==> config.mk <==
export PLATFORM = sky130hd
export DESIGN_NAME = alrw_entry_write
export DESIGN_NICKNAME = d
export VERILOG_FILES = /design/src/design/alrw_pkg.sv /design/src/design/alrw_entry_write.sv /design/src/design/alrw_age_tick.sv
export VERILOG_INCLUDE_DIRS = /design/src /design/src/design
export SDC_FILE = /design/constraint.sdc
export NUM_CORES = 2
export LEC_CHECK = 0
export ABC_CLOCK_PERIOD_IN_PS = 2700
export BUFFER_PORTS_ARGS = -buffer_cell sky130_fd_sc_hd__buf_4
export CAP_MARGIN = 10
export CORE_MARGIN = 2
export CORE_UTILIZATION = 55
export DETAILED_ROUTE_END_ITERATION = 8
export MAX_ROUTING_LAYER = met4
export PLACE_DENSITY_LB_ADDON = 0.12
export RECOVER_POWER = 25
export SETUP_SLACK_MARGIN = 0.15
export SYNTH_ARGS = -nofsm -noshare
export SYNTH_HDL_FRONTEND = slang
export SYNTH_SLANG_ARGS = --single-unit
==> constraint.sdc <==
create_clock -name I_MCLK -period 2.7 [get_ports I_MCLK]
set_input_delay 0.135 -clock I_MCLK [delete_from_list [all_inputs] [get_ports I_MCLK]]
set_output_delay 0.135 -clock I_MCLK [all_outputs]
set_load 0.005 [all_outputs]
==> src/design/alrw_defs.svh <==
`ifndef ALRW_DEFS_SVH
`define ALRW_DEFS_SVH

// Register indices; byte address is four times the index
`define ALRW_IDX_CMD 14'h1800
`define ALRW_IDX_WR_LOW 14'h1801
`define ALRW_IDX_WR_HIGH 14'h1802
`define ALRW_IDX_CMD_STS 14'h1808
`define ALRW_IDX_INGRESS_CFG 14'h1840

// Reset values
`define ALRW_RST_WR_LOW 32'h0000_0000
`define ALRW_RST_WR_HIGH 32'h0000_0000
`define ALRW_RST_CMD 32'h0000_0000
`define ALRW_RST_INGRESS_CFG 32'h0000_0000

// High word fields
`define ALRW_HI_WMASK 32'h01ff_ffff
`define ALRW_HI_VALID 24
`define ALRW_HI_AGE 23
`define ALRW_HI_STATIC 22
`define ALRW_HI_FILTER 21
`define ALRW_HI_PRIO_MSB 20
`define ALRW_HI_PRIO_LSB 19
`define ALRW_HI_PORT_MSB 18
`define ALRW_HI_PORT_LSB 16
`define ALRW_HI_PORT_GROUP 18
`define ALRW_HI_MAC_MSB 15

// Command, status and ingress config bits
`define ALRW_CMD_MAKE 2
`define ALRW_STS_MAKE_PEND 0
`define ALRW_ING_DA_PRIO 5

// Aging: sweep period (half of the longest life) and clock period
`define ALRW_AGE_PERIOD_S 64'd300
`define ALRW_CLK_PERIOD_NS 64'd8
`define ALRW_AGE_CYCLES ((`ALRW_AGE_PERIOD_S * 64'd1000000000) / `ALRW_CLK_PERIOD_NS)

// Table size
`define ALRW_ENTRIES 4

`endif

==> src/design/alrw_pkg.sv <==
package alrw_pkg;

	typedef struct packed {
		logic valid;
		logic age;
		logic stat;
		logic filter;
		logic [1:0] prio;
		logic [2:0] port;
		logic [47:0] mac;
	} alrw_entry_t;

	typedef enum logic [1:0] {
		MK_IDLE,
		MK_COMMIT,
		MK_WAIT_CLEAR
	} alrw_make_state_t;

endpackage

==> src/design/alrw_entry_write.sv <==
// Our own choice: the Avalon-MM register port.
`timescale 1ns/1ps
`default_nettype none
`include "alrw_defs.svh"

// Summary of operation
// - Low word holds first 32 MAC bits
// - High word 15:0 holds last 16 MAC bits
// - Valid commits entry; clear invalidates matching entry
// - Static plus override forwards despite port state
// - Static entries untouched by aging and learning
// - Non-static idle entries removed after 5-10 minutes
// - Filter bit discards matching destination packets
// - Priority used only if static and global enable
// - Bit 18 clear selects one port, except port field 3, which selects none
// - Bit 18 set selects a port group
// - Make entry writes staged words into table
module alrw_entry_write
	import alrw_pkg::*;
#(
	parameter logic [63:0] AGE_CYCLES = `ALRW_AGE_CYCLES
) (
	// Clock and reset
	input wire logic I_MCLK,
	input wire logic I_SYS_RST,
	// Avalon-MM slave
	input wire logic [15:0] I_AVS_ADDRESS,
	input wire logic I_AVS_READ,
	input wire logic I_AVS_WRITE,
	input wire logic [31:0] I_AVS_WRITEDATA,
	input wire logic [3:0] I_AVS_BYTEENABLE,
	output logic [31:0] O_AVS_READDATA,
	output logic O_AVS_WAITREQUEST,
	// Source address learning
	input wire logic I_LRN_VALID,
	input wire logic [47:0] I_LRN_SA,
	input wire logic [1:0] I_LRN_PORT,
	// Destination address lookup
	input wire logic I_LKP_VALID,
	input wire logic [47:0] I_LKP_DA,
	input wire logic [1:0] I_LKP_INGRESS,
	input wire logic [2:0] I_LKP_PORT_FWD,
	output logic O_LKP_DONE,
	output logic O_LKP_HIT,
	output logic [2:0] O_LKP_MASK,
	output logic O_LKP_DROP,
	output logic O_LKP_PRIO_EN,
	output logic [1:0] O_LKP_PRIO
);

	localparam int N = `ALRW_ENTRIES;

	////////////////////////////////////////////////////////////////////////
	// Helpers

	function automatic logic [31:0] merge_be(input logic [31:0] old, input logic [31:0] wd,
		input logic [3:0] be);
		logic [31:0] r;
		r = old;
		for (int b = 0; b < 4; b++) begin
			if (be[b]) begin
				r[b*8 +: 8] = wd[b*8 +: 8];
			end
		end
		return r;
	endfunction

	// Port field to port mask
	function automatic logic [2:0] port_mask(input logic [2:0] field);
		logic [2:0] m;
		m = 3'h0;
		unique case (field)
			3'h0: m = 3'h1;
			3'h1: m = 3'h2;
			3'h2: m = 3'h4;
			3'h3: m = 3'h0;
			3'h4: m = 3'h3;
			3'h5: m = 3'h5;
			3'h6: m = 3'h6;
			3'h7: m = 3'h7;
		endcase
		return m;
	endfunction

	function automatic logic [N-1:0] match_vec(input alrw_entry_t t [N], input logic [47:0] mac);
		logic [N-1:0] v;
		v = '0;
		for (int k = 0; k < N; k++) begin
			v[k] = t[k].valid && (t[k].mac == mac);
		end
		return v;
	endfunction

	function automatic logic [N-1:0] first_set(input logic [N-1:0] v);
		logic [N-1:0] r;
		logic found;
		r = '0;
		found = 1'b0;
		for (int k = 0; k < N; k++) begin
			if (v[k] && !found) begin
				r[k] = 1'b1;
				found = 1'b1;
			end
		end
		return r;
	endfunction

	////////////////////////////////////////////////////////////////////////
	// Register bus

	logic [31:0] wr_low_ff, nxt_wr_low;
	logic [31:0] wr_high_ff, nxt_wr_high;
	logic [31:0] cmd_ff, nxt_cmd;
	logic [31:0] ing_cfg_ff, nxt_ing_cfg;
	logic [31:0] rdata_ff, nxt_rdata;
	logic wait_ff, nxt_wait;
	logic make_pend_ff;
	logic [13:0] reg_idx;
	logic bus_wr;

	assign reg_idx = I_AVS_ADDRESS[15:2];
	assign bus_wr = I_AVS_WRITE && !wait_ff;

	always_comb begin
		nxt_wait = !((I_AVS_READ || I_AVS_WRITE) && wait_ff);
		nxt_rdata = rdata_ff;
		nxt_wr_low = wr_low_ff;
		nxt_wr_high = wr_high_ff;
		nxt_cmd = cmd_ff;
		nxt_ing_cfg = ing_cfg_ff;
		if (I_AVS_READ && wait_ff) begin
			unique case (reg_idx)
				`ALRW_IDX_CMD: nxt_rdata = cmd_ff;
				`ALRW_IDX_WR_LOW: nxt_rdata = wr_low_ff;
				`ALRW_IDX_WR_HIGH: nxt_rdata = wr_high_ff & `ALRW_HI_WMASK;
				`ALRW_IDX_CMD_STS: nxt_rdata = {31'h0, make_pend_ff};
				`ALRW_IDX_INGRESS_CFG: nxt_rdata = ing_cfg_ff;
				default: nxt_rdata = 32'h0;
			endcase
		end
		if (bus_wr) begin
			unique case (reg_idx)
				`ALRW_IDX_CMD: begin
					nxt_cmd = merge_be(cmd_ff, I_AVS_WRITEDATA, I_AVS_BYTEENABLE)
						& (32'h1 << `ALRW_CMD_MAKE);
				end
				`ALRW_IDX_WR_LOW: begin
					nxt_wr_low = merge_be(wr_low_ff, I_AVS_WRITEDATA, I_AVS_BYTEENABLE);
				end
				`ALRW_IDX_WR_HIGH: begin
					nxt_wr_high = merge_be(wr_high_ff, I_AVS_WRITEDATA, I_AVS_BYTEENABLE)
						& `ALRW_HI_WMASK;
				end
				`ALRW_IDX_INGRESS_CFG: begin
					nxt_ing_cfg = merge_be(ing_cfg_ff, I_AVS_WRITEDATA, I_AVS_BYTEENABLE);
				end
				default: begin
				end
			endcase
		end
	end

	always_ff @(posedge I_MCLK) begin
		if (I_SYS_RST) begin
			wait_ff <= 1'b1;
			rdata_ff <= 32'h0;
			wr_low_ff <= `ALRW_RST_WR_LOW;
			wr_high_ff <= `ALRW_RST_WR_HIGH;
			cmd_ff <= `ALRW_RST_CMD;
			ing_cfg_ff <= `ALRW_RST_INGRESS_CFG;
		end else begin
			wait_ff <= nxt_wait;
			rdata_ff <= nxt_rdata;
			wr_low_ff <= nxt_wr_low;
			wr_high_ff <= nxt_wr_high;
			cmd_ff <= nxt_cmd;
			ing_cfg_ff <= nxt_ing_cfg;
		end
	end

	assign O_AVS_WAITREQUEST = wait_ff;
	assign O_AVS_READDATA = rdata_ff;

	////////////////////////////////////////////////////////////////////////
	// Make entry sequencer

	alrw_make_state_t mk_state_ff, nxt_mk_state;
	logic nxt_make_pend;
	logic commit;

	always_comb begin
		nxt_mk_state = mk_state_ff;
		nxt_make_pend = make_pend_ff;
		commit = 1'b0;
		unique case (mk_state_ff)
			MK_IDLE: begin
				if (cmd_ff[`ALRW_CMD_MAKE]) begin
					nxt_mk_state = MK_COMMIT;
					nxt_make_pend = 1'b1;
				end
			end
			MK_COMMIT: begin
				commit = 1'b1;
				nxt_make_pend = 1'b0;
				nxt_mk_state = MK_WAIT_CLEAR;
			end
			MK_WAIT_CLEAR: begin
				if (!cmd_ff[`ALRW_CMD_MAKE]) begin
					nxt_mk_state = MK_IDLE;
				end
			end
		endcase
	end

	always_ff @(posedge I_MCLK) begin
		if (I_SYS_RST) begin
			mk_state_ff <= MK_IDLE;
			make_pend_ff <= 1'b0;
		end else begin
			mk_state_ff <= nxt_mk_state;
			make_pend_ff <= nxt_make_pend;
		end
	end

	////////////////////////////////////////////////////////////////////////
	// Address table, learning and aging

	alrw_entry_t tbl_ff [N];
	alrw_entry_t nxt_tbl [N];
	alrw_entry_t staged;
	alrw_entry_t learned;
	logic age_tick;
	logic [N-1:0] mk_hit, mk_free, mk_sel;
	logic [N-1:0] ln_hit, ln_free;

	alrw_age_tick #(
		.CYCLES(AGE_CYCLES)
	) u_age_tick (
		.i_mclk(I_MCLK),
		.i_sys_rst(I_SYS_RST),
		.o_tick(age_tick)
	);

	always_comb begin
		staged.valid = wr_high_ff[`ALRW_HI_VALID];
		staged.age = wr_high_ff[`ALRW_HI_AGE];
		staged.stat = wr_high_ff[`ALRW_HI_STATIC];
		staged.filter = wr_high_ff[`ALRW_HI_FILTER];
		staged.prio = wr_high_ff[`ALRW_HI_PRIO_MSB:`ALRW_HI_PRIO_LSB];
		staged.port = wr_high_ff[`ALRW_HI_PORT_MSB:`ALRW_HI_PORT_LSB];
		staged.mac = {wr_high_ff[`ALRW_HI_MAC_MSB:0], wr_low_ff};
		learned = '0;
		learned.valid = 1'b1;
		learned.age = 1'b1;
		learned.port = {1'b0, I_LRN_PORT};
		learned.mac = I_LRN_SA;
		mk_hit = match_vec(tbl_ff, staged.mac);
		ln_hit = match_vec(tbl_ff, I_LRN_SA);
		for (int k = 0; k < N; k++) begin
			mk_free[k] = !tbl_ff[k].valid;
		end
		mk_sel = (mk_hit != '0) ? first_set(mk_hit) : first_set(mk_free);
		ln_free = first_set(mk_free);
		for (int k = 0; k < N; k++) begin
			nxt_tbl[k] = tbl_ff[k];
			if (age_tick && tbl_ff[k].valid && !tbl_ff[k].stat) begin
				if (tbl_ff[k].age) begin
					nxt_tbl[k].age = 1'b0;
				end else begin
					nxt_tbl[k].valid = 1'b0;
				end
			end
			if (commit) begin
				if (staged.valid && mk_sel[k]) begin
					nxt_tbl[k] = staged;
				end else if (!staged.valid && mk_hit[k]) begin
					nxt_tbl[k] = '0;
				end
			end else if (I_LRN_VALID) begin
				if (ln_hit[k] && !tbl_ff[k].stat) begin
					// A source hit in a sweep cycle keeps the entry alive
					nxt_tbl[k].valid = 1'b1;
					nxt_tbl[k].age = 1'b1;
					nxt_tbl[k].port = {1'b0, I_LRN_PORT};
				end else if (ln_hit == '0 && ln_free[k]) begin
					nxt_tbl[k] = learned;
				end
			end
		end
	end

	always_ff @(posedge I_MCLK) begin
		if (I_SYS_RST) begin
			for (int k = 0; k < N; k++) begin
				tbl_ff[k] <= '0;
			end
		end else begin
			for (int k = 0; k < N; k++) begin
				tbl_ff[k] <= nxt_tbl[k];
			end
		end
	end

	////////////////////////////////////////////////////////////////////////
	// Destination lookup

	logic done_ff, nxt_done;
	logic hit_ff, nxt_hit;
	logic [2:0] mask_ff, nxt_mask;
	logic drop_ff, nxt_drop;
	logic prio_en_ff, nxt_prio_en;
	logic [1:0] prio_ff, nxt_prio;
	logic [N-1:0] da_hit, da_sel;
	alrw_entry_t da_ent;
	logic override;
	logic ingress_fwd;

	always_comb begin
		da_hit = match_vec(tbl_ff, I_LKP_DA);
		da_sel = first_set(da_hit);
		da_ent = '0;
		for (int k = 0; k < N; k++) begin
			if (da_sel[k]) begin
				da_ent = tbl_ff[k];
			end
		end
		override = da_ent.stat && da_ent.age;
		ingress_fwd = (I_LKP_INGRESS != 2'h3) && I_LKP_PORT_FWD[I_LKP_INGRESS];
		nxt_done = I_LKP_VALID;
		nxt_hit = 1'b0;
		nxt_mask = 3'h0;
		nxt_drop = 1'b0;
		nxt_prio_en = 1'b0;
		nxt_prio = 2'h0;
		if (I_LKP_VALID && da_hit != '0) begin
			nxt_hit = 1'b1;
			nxt_drop = da_ent.filter;
			if (!da_ent.filter) begin
				if (override) begin
					nxt_mask = port_mask(da_ent.port);
				end else if (ingress_fwd) begin
					nxt_mask = port_mask(da_ent.port) & I_LKP_PORT_FWD;
				end
			end
			nxt_prio_en = da_ent.stat && ing_cfg_ff[`ALRW_ING_DA_PRIO];
			nxt_prio = nxt_prio_en ? da_ent.prio : 2'h0;
		end
	end

	always_ff @(posedge I_MCLK) begin
		if (I_SYS_RST) begin
			done_ff <= 1'b0;
			hit_ff <= 1'b0;
			mask_ff <= 3'h0;
			drop_ff <= 1'b0;
			prio_en_ff <= 1'b0;
			prio_ff <= 2'h0;
		end else begin
			done_ff <= nxt_done;
			hit_ff <= nxt_hit;
			mask_ff <= nxt_mask;
			drop_ff <= nxt_drop;
			prio_en_ff <= nxt_prio_en;
			prio_ff <= nxt_prio;
		end
	end

	assign O_LKP_DONE = done_ff;
	assign O_LKP_HIT = hit_ff;
	assign O_LKP_MASK = mask_ff;
	assign O_LKP_DROP = drop_ff;
	assign O_LKP_PRIO_EN = prio_en_ff;
	assign O_LKP_PRIO = prio_ff;

endmodule

`default_nettype wire

==> src/design/alrw_age_tick.sv <==
`timescale 1ns/1ps
`default_nettype none
`include "alrw_defs.svh"

// Free-running aging sweep tick
module alrw_age_tick #(
	parameter logic [63:0] CYCLES = `ALRW_AGE_CYCLES
) (
	// Clock and reset
	input wire logic i_mclk,
	input wire logic i_sys_rst,
	// Tick
	output logic o_tick
);

	logic [63:0] cnt_ff;
	logic [63:0] nxt_cnt;
	logic tick_ff;
	logic nxt_tick;

	always_comb begin
		nxt_tick = 1'b0;
		nxt_cnt = cnt_ff + 64'd1;
		if (cnt_ff >= CYCLES - 64'd1) begin
			nxt_cnt = 64'd0;
			nxt_tick = 1'b1;
		end
	end

	always_ff @(posedge i_mclk) begin
		if (i_sys_rst) begin
			cnt_ff <= 64'd0;
			tick_ff <= 1'b0;
		end else begin
			cnt_ff <= nxt_cnt;
			tick_ff <= nxt_tick;
		end
	end

	assign o_tick = tick_ff;

endmodule

`default_nettype wire

==> results of run 1 <==
-- metal layers --
| layer | global-route usage (%) | GRT overflow |
|---|---|---|
| met1 | 78.4 | 4 |
| met2 | 92.6 | 88 |
| met3 | 62.3 | 1 |
| met4 | 74.8 | 56 |
| met5 | - | - |
-- synth_stat cells (68+ instances only) --
cell type,instances
sky130_fd_sc_hd__nand4_1,68
sky130_fd_sc_hd__xnor2_1,195
sky130_fd_sc_hd__nand3_1,150
sky130_fd_sc_hd__nor4_1,107
sky130_fd_sc_hd__clkbuf_1,207
sky130_fd_sc_hd__nor2_1,200
sky130_fd_sc_hd__dfxtp_1,428
sky130_fd_sc_hd__a32oi_1,193
sky130_fd_sc_hd__o2bb2ai_1,100
sky130_fd_sc_hd__xor2_1,370
sky130_fd_sc_hd__a21oi_1,164
sky130_fd_sc_hd__mux2i_1,96
-- per-stage QoR --
stage / setup WS, ns / hold slack (ns) / TNS [ns] / util [%]
2_1_floorplan: -0.0607 / 0.251 / -3.52 / -
4_1_cts: -0.489 / 0.000640 / -77.00 / 84.8
3_3_place_gp: -1.08 / 0.358 / -194.96 / 72.1
3_5_place_dp: -0.998 / 0.365 / -186.94 / 72.1
-- logic make-up after synthesis --
family | count (synthesis)
xor gates and xnor gates | 565
AOI/OAI and AO/OA | 627
muxes | 99
adders and majority gates | 4
DFF | 428
and+or+nand+nor | 778
buffers and inverters | 333
other | 1
-- what timing repair did --
item	4_1_cts
endpoints found under the hold margin	150
setup buffers	62
cloned	29
pin swaps	133
setup endpoints to repair	258
resized for setup	392
hold buffers	59
==> results_dict.tcl, run 1 <==
set metrics [dict create \
    error_line "[ERROR GRT-0232] Routing congestion too high. Check the congestion heatmap in the GUI." \
    grt_use_total_pct 78.5 \
    std_cell_rows 77 \
    netlist.top_cell.by_area "sky130_fd_sc_hd__dfxtp_1" \
    clk_path_buf_depth 3 \
    floorplan.initialDensity_pct 55.9 \
    area_fraction_in_and_or_nand_and_nor_cells_after_synthesis_pct 16.3 \
    io_buffer_count 200 \
    synth_compound_area_share_pct 19.3 \
    grt.overflow.total 149 \
    largest_net_degree_at_the_start_of_global_routing 159 \
    cts_htree_levels 2 \
    dp_cells 4061 \
    cts_made_buffers 48 \
    synthesis.instances 2835 \
    dpl_cell_area_um2 32000 \
    ys_dominant_reg_cell "sky130_fd_sc_hd__dfxtp_1" \
    ys_top_cells_by_area "sky130_fd_sc_hd__dfxtp_1, sky130_fd_sc_hd__xor2_1, sky130_fd_sc_hd__xnor2_1, sky130_fd_sc_hd__a32oi_1, sky130_fd_sc_hd__mux2i_1" \
    hpwlAfterDp_mm 101 \
    gp_congestion 1.33 \
    synth_top_area_share_pct 34.6 \
    yosys_reg_bits 428 \
    status "aborted with a tool error" \
    synth_enable_flop_cells 0 \
    synth.mux.area_fraction_pct 4.01 \
    tritoncts_num_sinks 428 \
    post_synth_instance_area_um2 24800 \
    ctsRootBufferMaster "sky130_fd_sc_hd__clkbuf_16" \
    last_stage_reached "5_1_grt" \
    post_synth_fa_ha_maj_area_fraction_pct 0.202 \
    dieWidth_um 216 \
    syn-mean-instance-area_um2 8.75 \
    asyncSetResetFlopFracSynth_pct 0 \
    synth_cell_types 73 \
    post_synth_xor_area_fraction_pct 20.0 \
    yosysWarnings 0 \
    synth_top_family_by_area "XOR/XNOR gates" \
    die-height_um 216 \
    io-pin-count 203 \
    synth_seq_area_share_pct 34.6 \
]
==> inputs of run 2 (changes only) <==
--- a/config.mk
+++ b/config.mk
@@ -6,16 +6,14 @@
 export SDC_FILE = /design/constraint.sdc
 export NUM_CORES = 2
 export LEC_CHECK = 0
-export ABC_CLOCK_PERIOD_IN_PS = 2700
+export ABC_CLOCK_PERIOD_IN_PS = 3500
 export BUFFER_PORTS_ARGS = -buffer_cell sky130_fd_sc_hd__buf_4
 export CAP_MARGIN = 10
 export CORE_MARGIN = 2
-export CORE_UTILIZATION = 55
+export CORE_UTILIZATION = 40
 export DETAILED_ROUTE_END_ITERATION = 8
-export MAX_ROUTING_LAYER = met4
-export PLACE_DENSITY_LB_ADDON = 0.12
+export PLACE_DENSITY_LB_ADDON = 0.15
 export RECOVER_POWER = 25
-export SETUP_SLACK_MARGIN = 0.15
 export SYNTH_ARGS = -nofsm -noshare
 export SYNTH_HDL_FRONTEND = slang
 export SYNTH_SLANG_ARGS = --single-unit
==> constraint.sdc (replaced) <==
create_clock -name I_MCLK -period 3.5 [get_ports I_MCLK]
set_input_delay 0.175 -clock I_MCLK [delete_from_list [all_inputs] [get_ports I_MCLK]]
set_output_delay 0.175 -clock I_MCLK [all_outputs]
set_load 0.005 [all_outputs]
==> run 2 against run 1 <==
The flow now finishes, with violations (setup timing). Area after synthesis stayed put. Synthesized cell count stayed put.
==> results_dict.tcl, run 2 <==
set metrics [dict create \
    min_path_type "in -> reg" \
    fp.dieArea_um2 64000 \
    design.core.area_um2 61500 \
    synth_cell_types 73 \
    path_class "reg -> reg" \
    design_power_total_uw 13900 \
    post-synth-top-count-cell "sky130_fd_sc_hd__dfxtp_1" \
    timing.clock.skew_ns 0.0356 \
    synth_seq_area_share_pct 34.6 \
    worst_slew_margin_rel_pct 7.41 \
    worst_reg2reg_endpoint "O_LKP_MASK[2]" \
    finalHoldViolCount 0 \
    worst_ep_arrival_time_ns 4.10 \
    netlist_top_cells_count "sky130_fd_sc_hd__dfxtp_1, sky130_fd_sc_hd__xor2_1, sky130_fd_sc_hd__clkbuf_1" \
    mostFrequentLayoutCells "sky130_fd_sc_hd__buf_4, sky130_fd_sc_hd__dfxtp_1, sky130_fd_sc_hd__xor2_1" \
    yosysWarnings 0 \
    final_min_period_over_clock_period_pct 103 \
    finalSetupTns_ns -0.242 \
    first_global_vias 24800 \
    timing.critical_path.fanout_max 5 \
    drive_above_1_share_pct 20.1 \
    violations_in_the_final_reports "setup timing" \
    largest_net_degree_at_the_start_of_global_routing 170 \
    ir_drop_mv 0.364 \
    synth_top_area_share_pct 34.6 \
    post_synth_instance_area_um2 24800 \
    tritoncts_num_sinks 428 \
    cts_htree_levels 2 \
    finalMaxSlewViolations 0 \
    floorplan.initialDensity_pct 40.3 \
    whs_path_depth 3 \
    worstPathRequired_ns 4.01 \
    drtPass1Iterations 7 \
    hpwlAfterDp_mm 110 \
    yosys_reg_bits 428 \
    cts_tree "built" \
    netlist.top_cell.by_area "sky130_fd_sc_hd__dfxtp_1" \
    mostFrequentLayoutCell "sky130_fd_sc_hd__buf_4" \
    syn-mean-instance-area_um2 8.75 \
    ctsRootBufferMaster "sky130_fd_sc_hd__clkbuf_16" \
    number_of_antenna_violations_at_the_first_check_in_global_routing 7 \
    asyncSetResetFlopFracSynth_pct 0 \
    worst_setup_path_end_kind "flip-flop" \
    post-route-min-period_ns 3.59 \
    power.density_nw_per_um2 440 \
    first_iter_violations 3878 \
    grt_use_total_pct 43.1 \
    timing.hold.worst.start "I_LRN_SA[0]" \
    grt.overflow.total 0 \
    status "complete, but fails checks" \
    worst_skew_pair.late_latency_ns 0.63 \
    max-cap-violations 0 \
    std_cell_rows 91 \
    setup_violations 9 \
    ys_top_cells_by_area "sky130_fd_sc_hd__dfxtp_1, sky130_fd_sc_hd__xor2_1, sky130_fd_sc_hd__xnor2_1, sky130_fd_sc_hd__a32oi_1, sky130_fd_sc_hd__mux2i_1" \
    synth_enable_flop_cells 0 \
    clk_pin_slew_worst_paths_ns 0.06 \
    finalNetCount 3405 \
    crit-reg2reg-launch "tbl_ff[191]" \
    top_register "tbl_ff" \
    holdPathEnd "tbl_ff[0]" \
    clk_path_buf_depth 3 \
    drt-wirelength-per-cell_um 34.8 \
    io_buffer_count 200 \
    standby_leakage_power_uw 0.0123 \
    cts_made_buffers 49 \
    synthesis.instances 2835 \
    r2r_setup_slack_ns -0.09 \
    largest_register_ff_count 228 \
    die-height_um 253 \
    gp_congestion 1.13 \
    wirelength_mm 142 \
    drtAntennaViolNets 0 \
    via_per_inst 6.49 \
    top_regs "tbl_ff x228, u_age_tick.cnt_ff x64" \
    io-pin-count 203 \
    remaining_drc_errors 0 \
    tightest_slew_ns 1.39 \
    ys_dominant_reg_cell "sky130_fd_sc_hd__dfxtp_1" \
    reg2regPathDepth 11 \
    num_vias 26400 \
    post-route-util_pct 51.6 \
    grt_first_pass_wirelength_mm 195 \
    worst_slack_ns -0.0932 \
    fmax_mhz 278 \
    dieWidth_um 253 \
    worst_setup_path_start_kind "flip-flop" \
    post_synthesis_to_final_layout_area_growth_pct 27.9 \
]
## run 2: metal layers
layer	vias to the layer above	track usage, %	wire, um	part of all wire [%]
met1	12900	56.8	56800	40
met4	12	24.0	9510	6.7
met3	421	13.0	17300	12
met2	1891	62.6	57800	41
li1	11200	-	-	-
met5	-	0	86	0.061
## run 2: worst max-delay path by stage
stage | cells after the start | startpoint | slack [ns] | end
after CTS | 11 | tbl_ff[141] | 0.0008 | O_LKP_MASK[2]
final | 11 | tbl_ff[191] | -0.09 | O_LKP_MASK[2]
after global placement | 12 | I_LKP_DA[38] | -0.19 | O_LKP_MASK[1]
after global routing | 12 | wr_high_ff[10] | -0.02 | tbl_ff[115]
after detailed placement | 12 | I_LKP_DA[38] | -0.17 | O_LKP_MASK[1]
after floorplan | 12 | wr_low_ff[30] | 0.69 | tbl_ff[110]
## run 2: cells by family after synthesis
family          count (synthesis)  share of synthesized area (%)
xor+xnor                      565                           20.0
flops                         428                           34.6
simple gates                  778                           16.3
other cells                     1                         0.0151
compound gates                627                           19.3
fa+ha+maj                       4                          0.202
mux                            99                           4.01
buf+inv                       333                           5.59
## run 2: critical path, cell delays in order, from the launching register on
cell and delay, ns:
sky130_fd_sc_hd__dfxtp_1 0.47, sky130_fd_sc_hd__xor2_1 0.11, sky130_fd_sc_hd__nor4_1 0.79, sky130_fd_sc_hd__nand4_1 0.39, sky130_fd_sc_hd__or4_1 0.60, sky130_fd_sc_hd__buf_4 0.21, sky130_fd_sc_hd__nor2_1 0.08, sky130_fd_sc_hd__a31oi_1 0.06
sky130_fd_sc_hd__buf_4 0.16, sky130_fd_sc_hd__a21o_1 0.20, sky130_fd_sc_hd__a22o_1 0.22, sky130_fd_sc_hd__and4b_1 0.17
## run 2: layout make-up
cell class                 instances  area [um2]
sequential                       428        8580
clock buffer                      64        1350
multi-input combinational       2101       15200
clock inverter                    26         309
timing repair buffer             609        5080
inverter                          51         191
fill                            5899       29800
antenna                            2        5.00
tap                              790         988
## run 2: report_power, final
| group | internal [uW] | switching [uW] |
|---|---|---|
| sequential | 5060 | 327 |
| clock | 3060 | 2350 |
| combinational | 1130 | 2010 |
| total | 9250 | 4690 |
## run 2: metrics by stage
step	cells	instance area [um2]	setup slack, ns	hold slack (ns)
floorplan	2862	24900	0.687	0.291
global placement	3910	29200	-0.191	0.398
detailed placement	3910	29200	-0.168	0.402
CTS	4066	31600	0.000816	0.00232
global route	4069	31700	-0.0207	0.0191
finish	4071	31700	-0.0932	0.0170
## run 2: repair_timing
action	4_1_cts	5_1_grt
hold buffers	66	0
gates cloned	0	1
gates resized for setup	8	33
endpoints found under the hold margin	151	0
buffers inserted	0	2
endpoints found under the setup margin	208	224
pin swaps	0	4
Note: power is estimated with default switching activity, not from simulation.
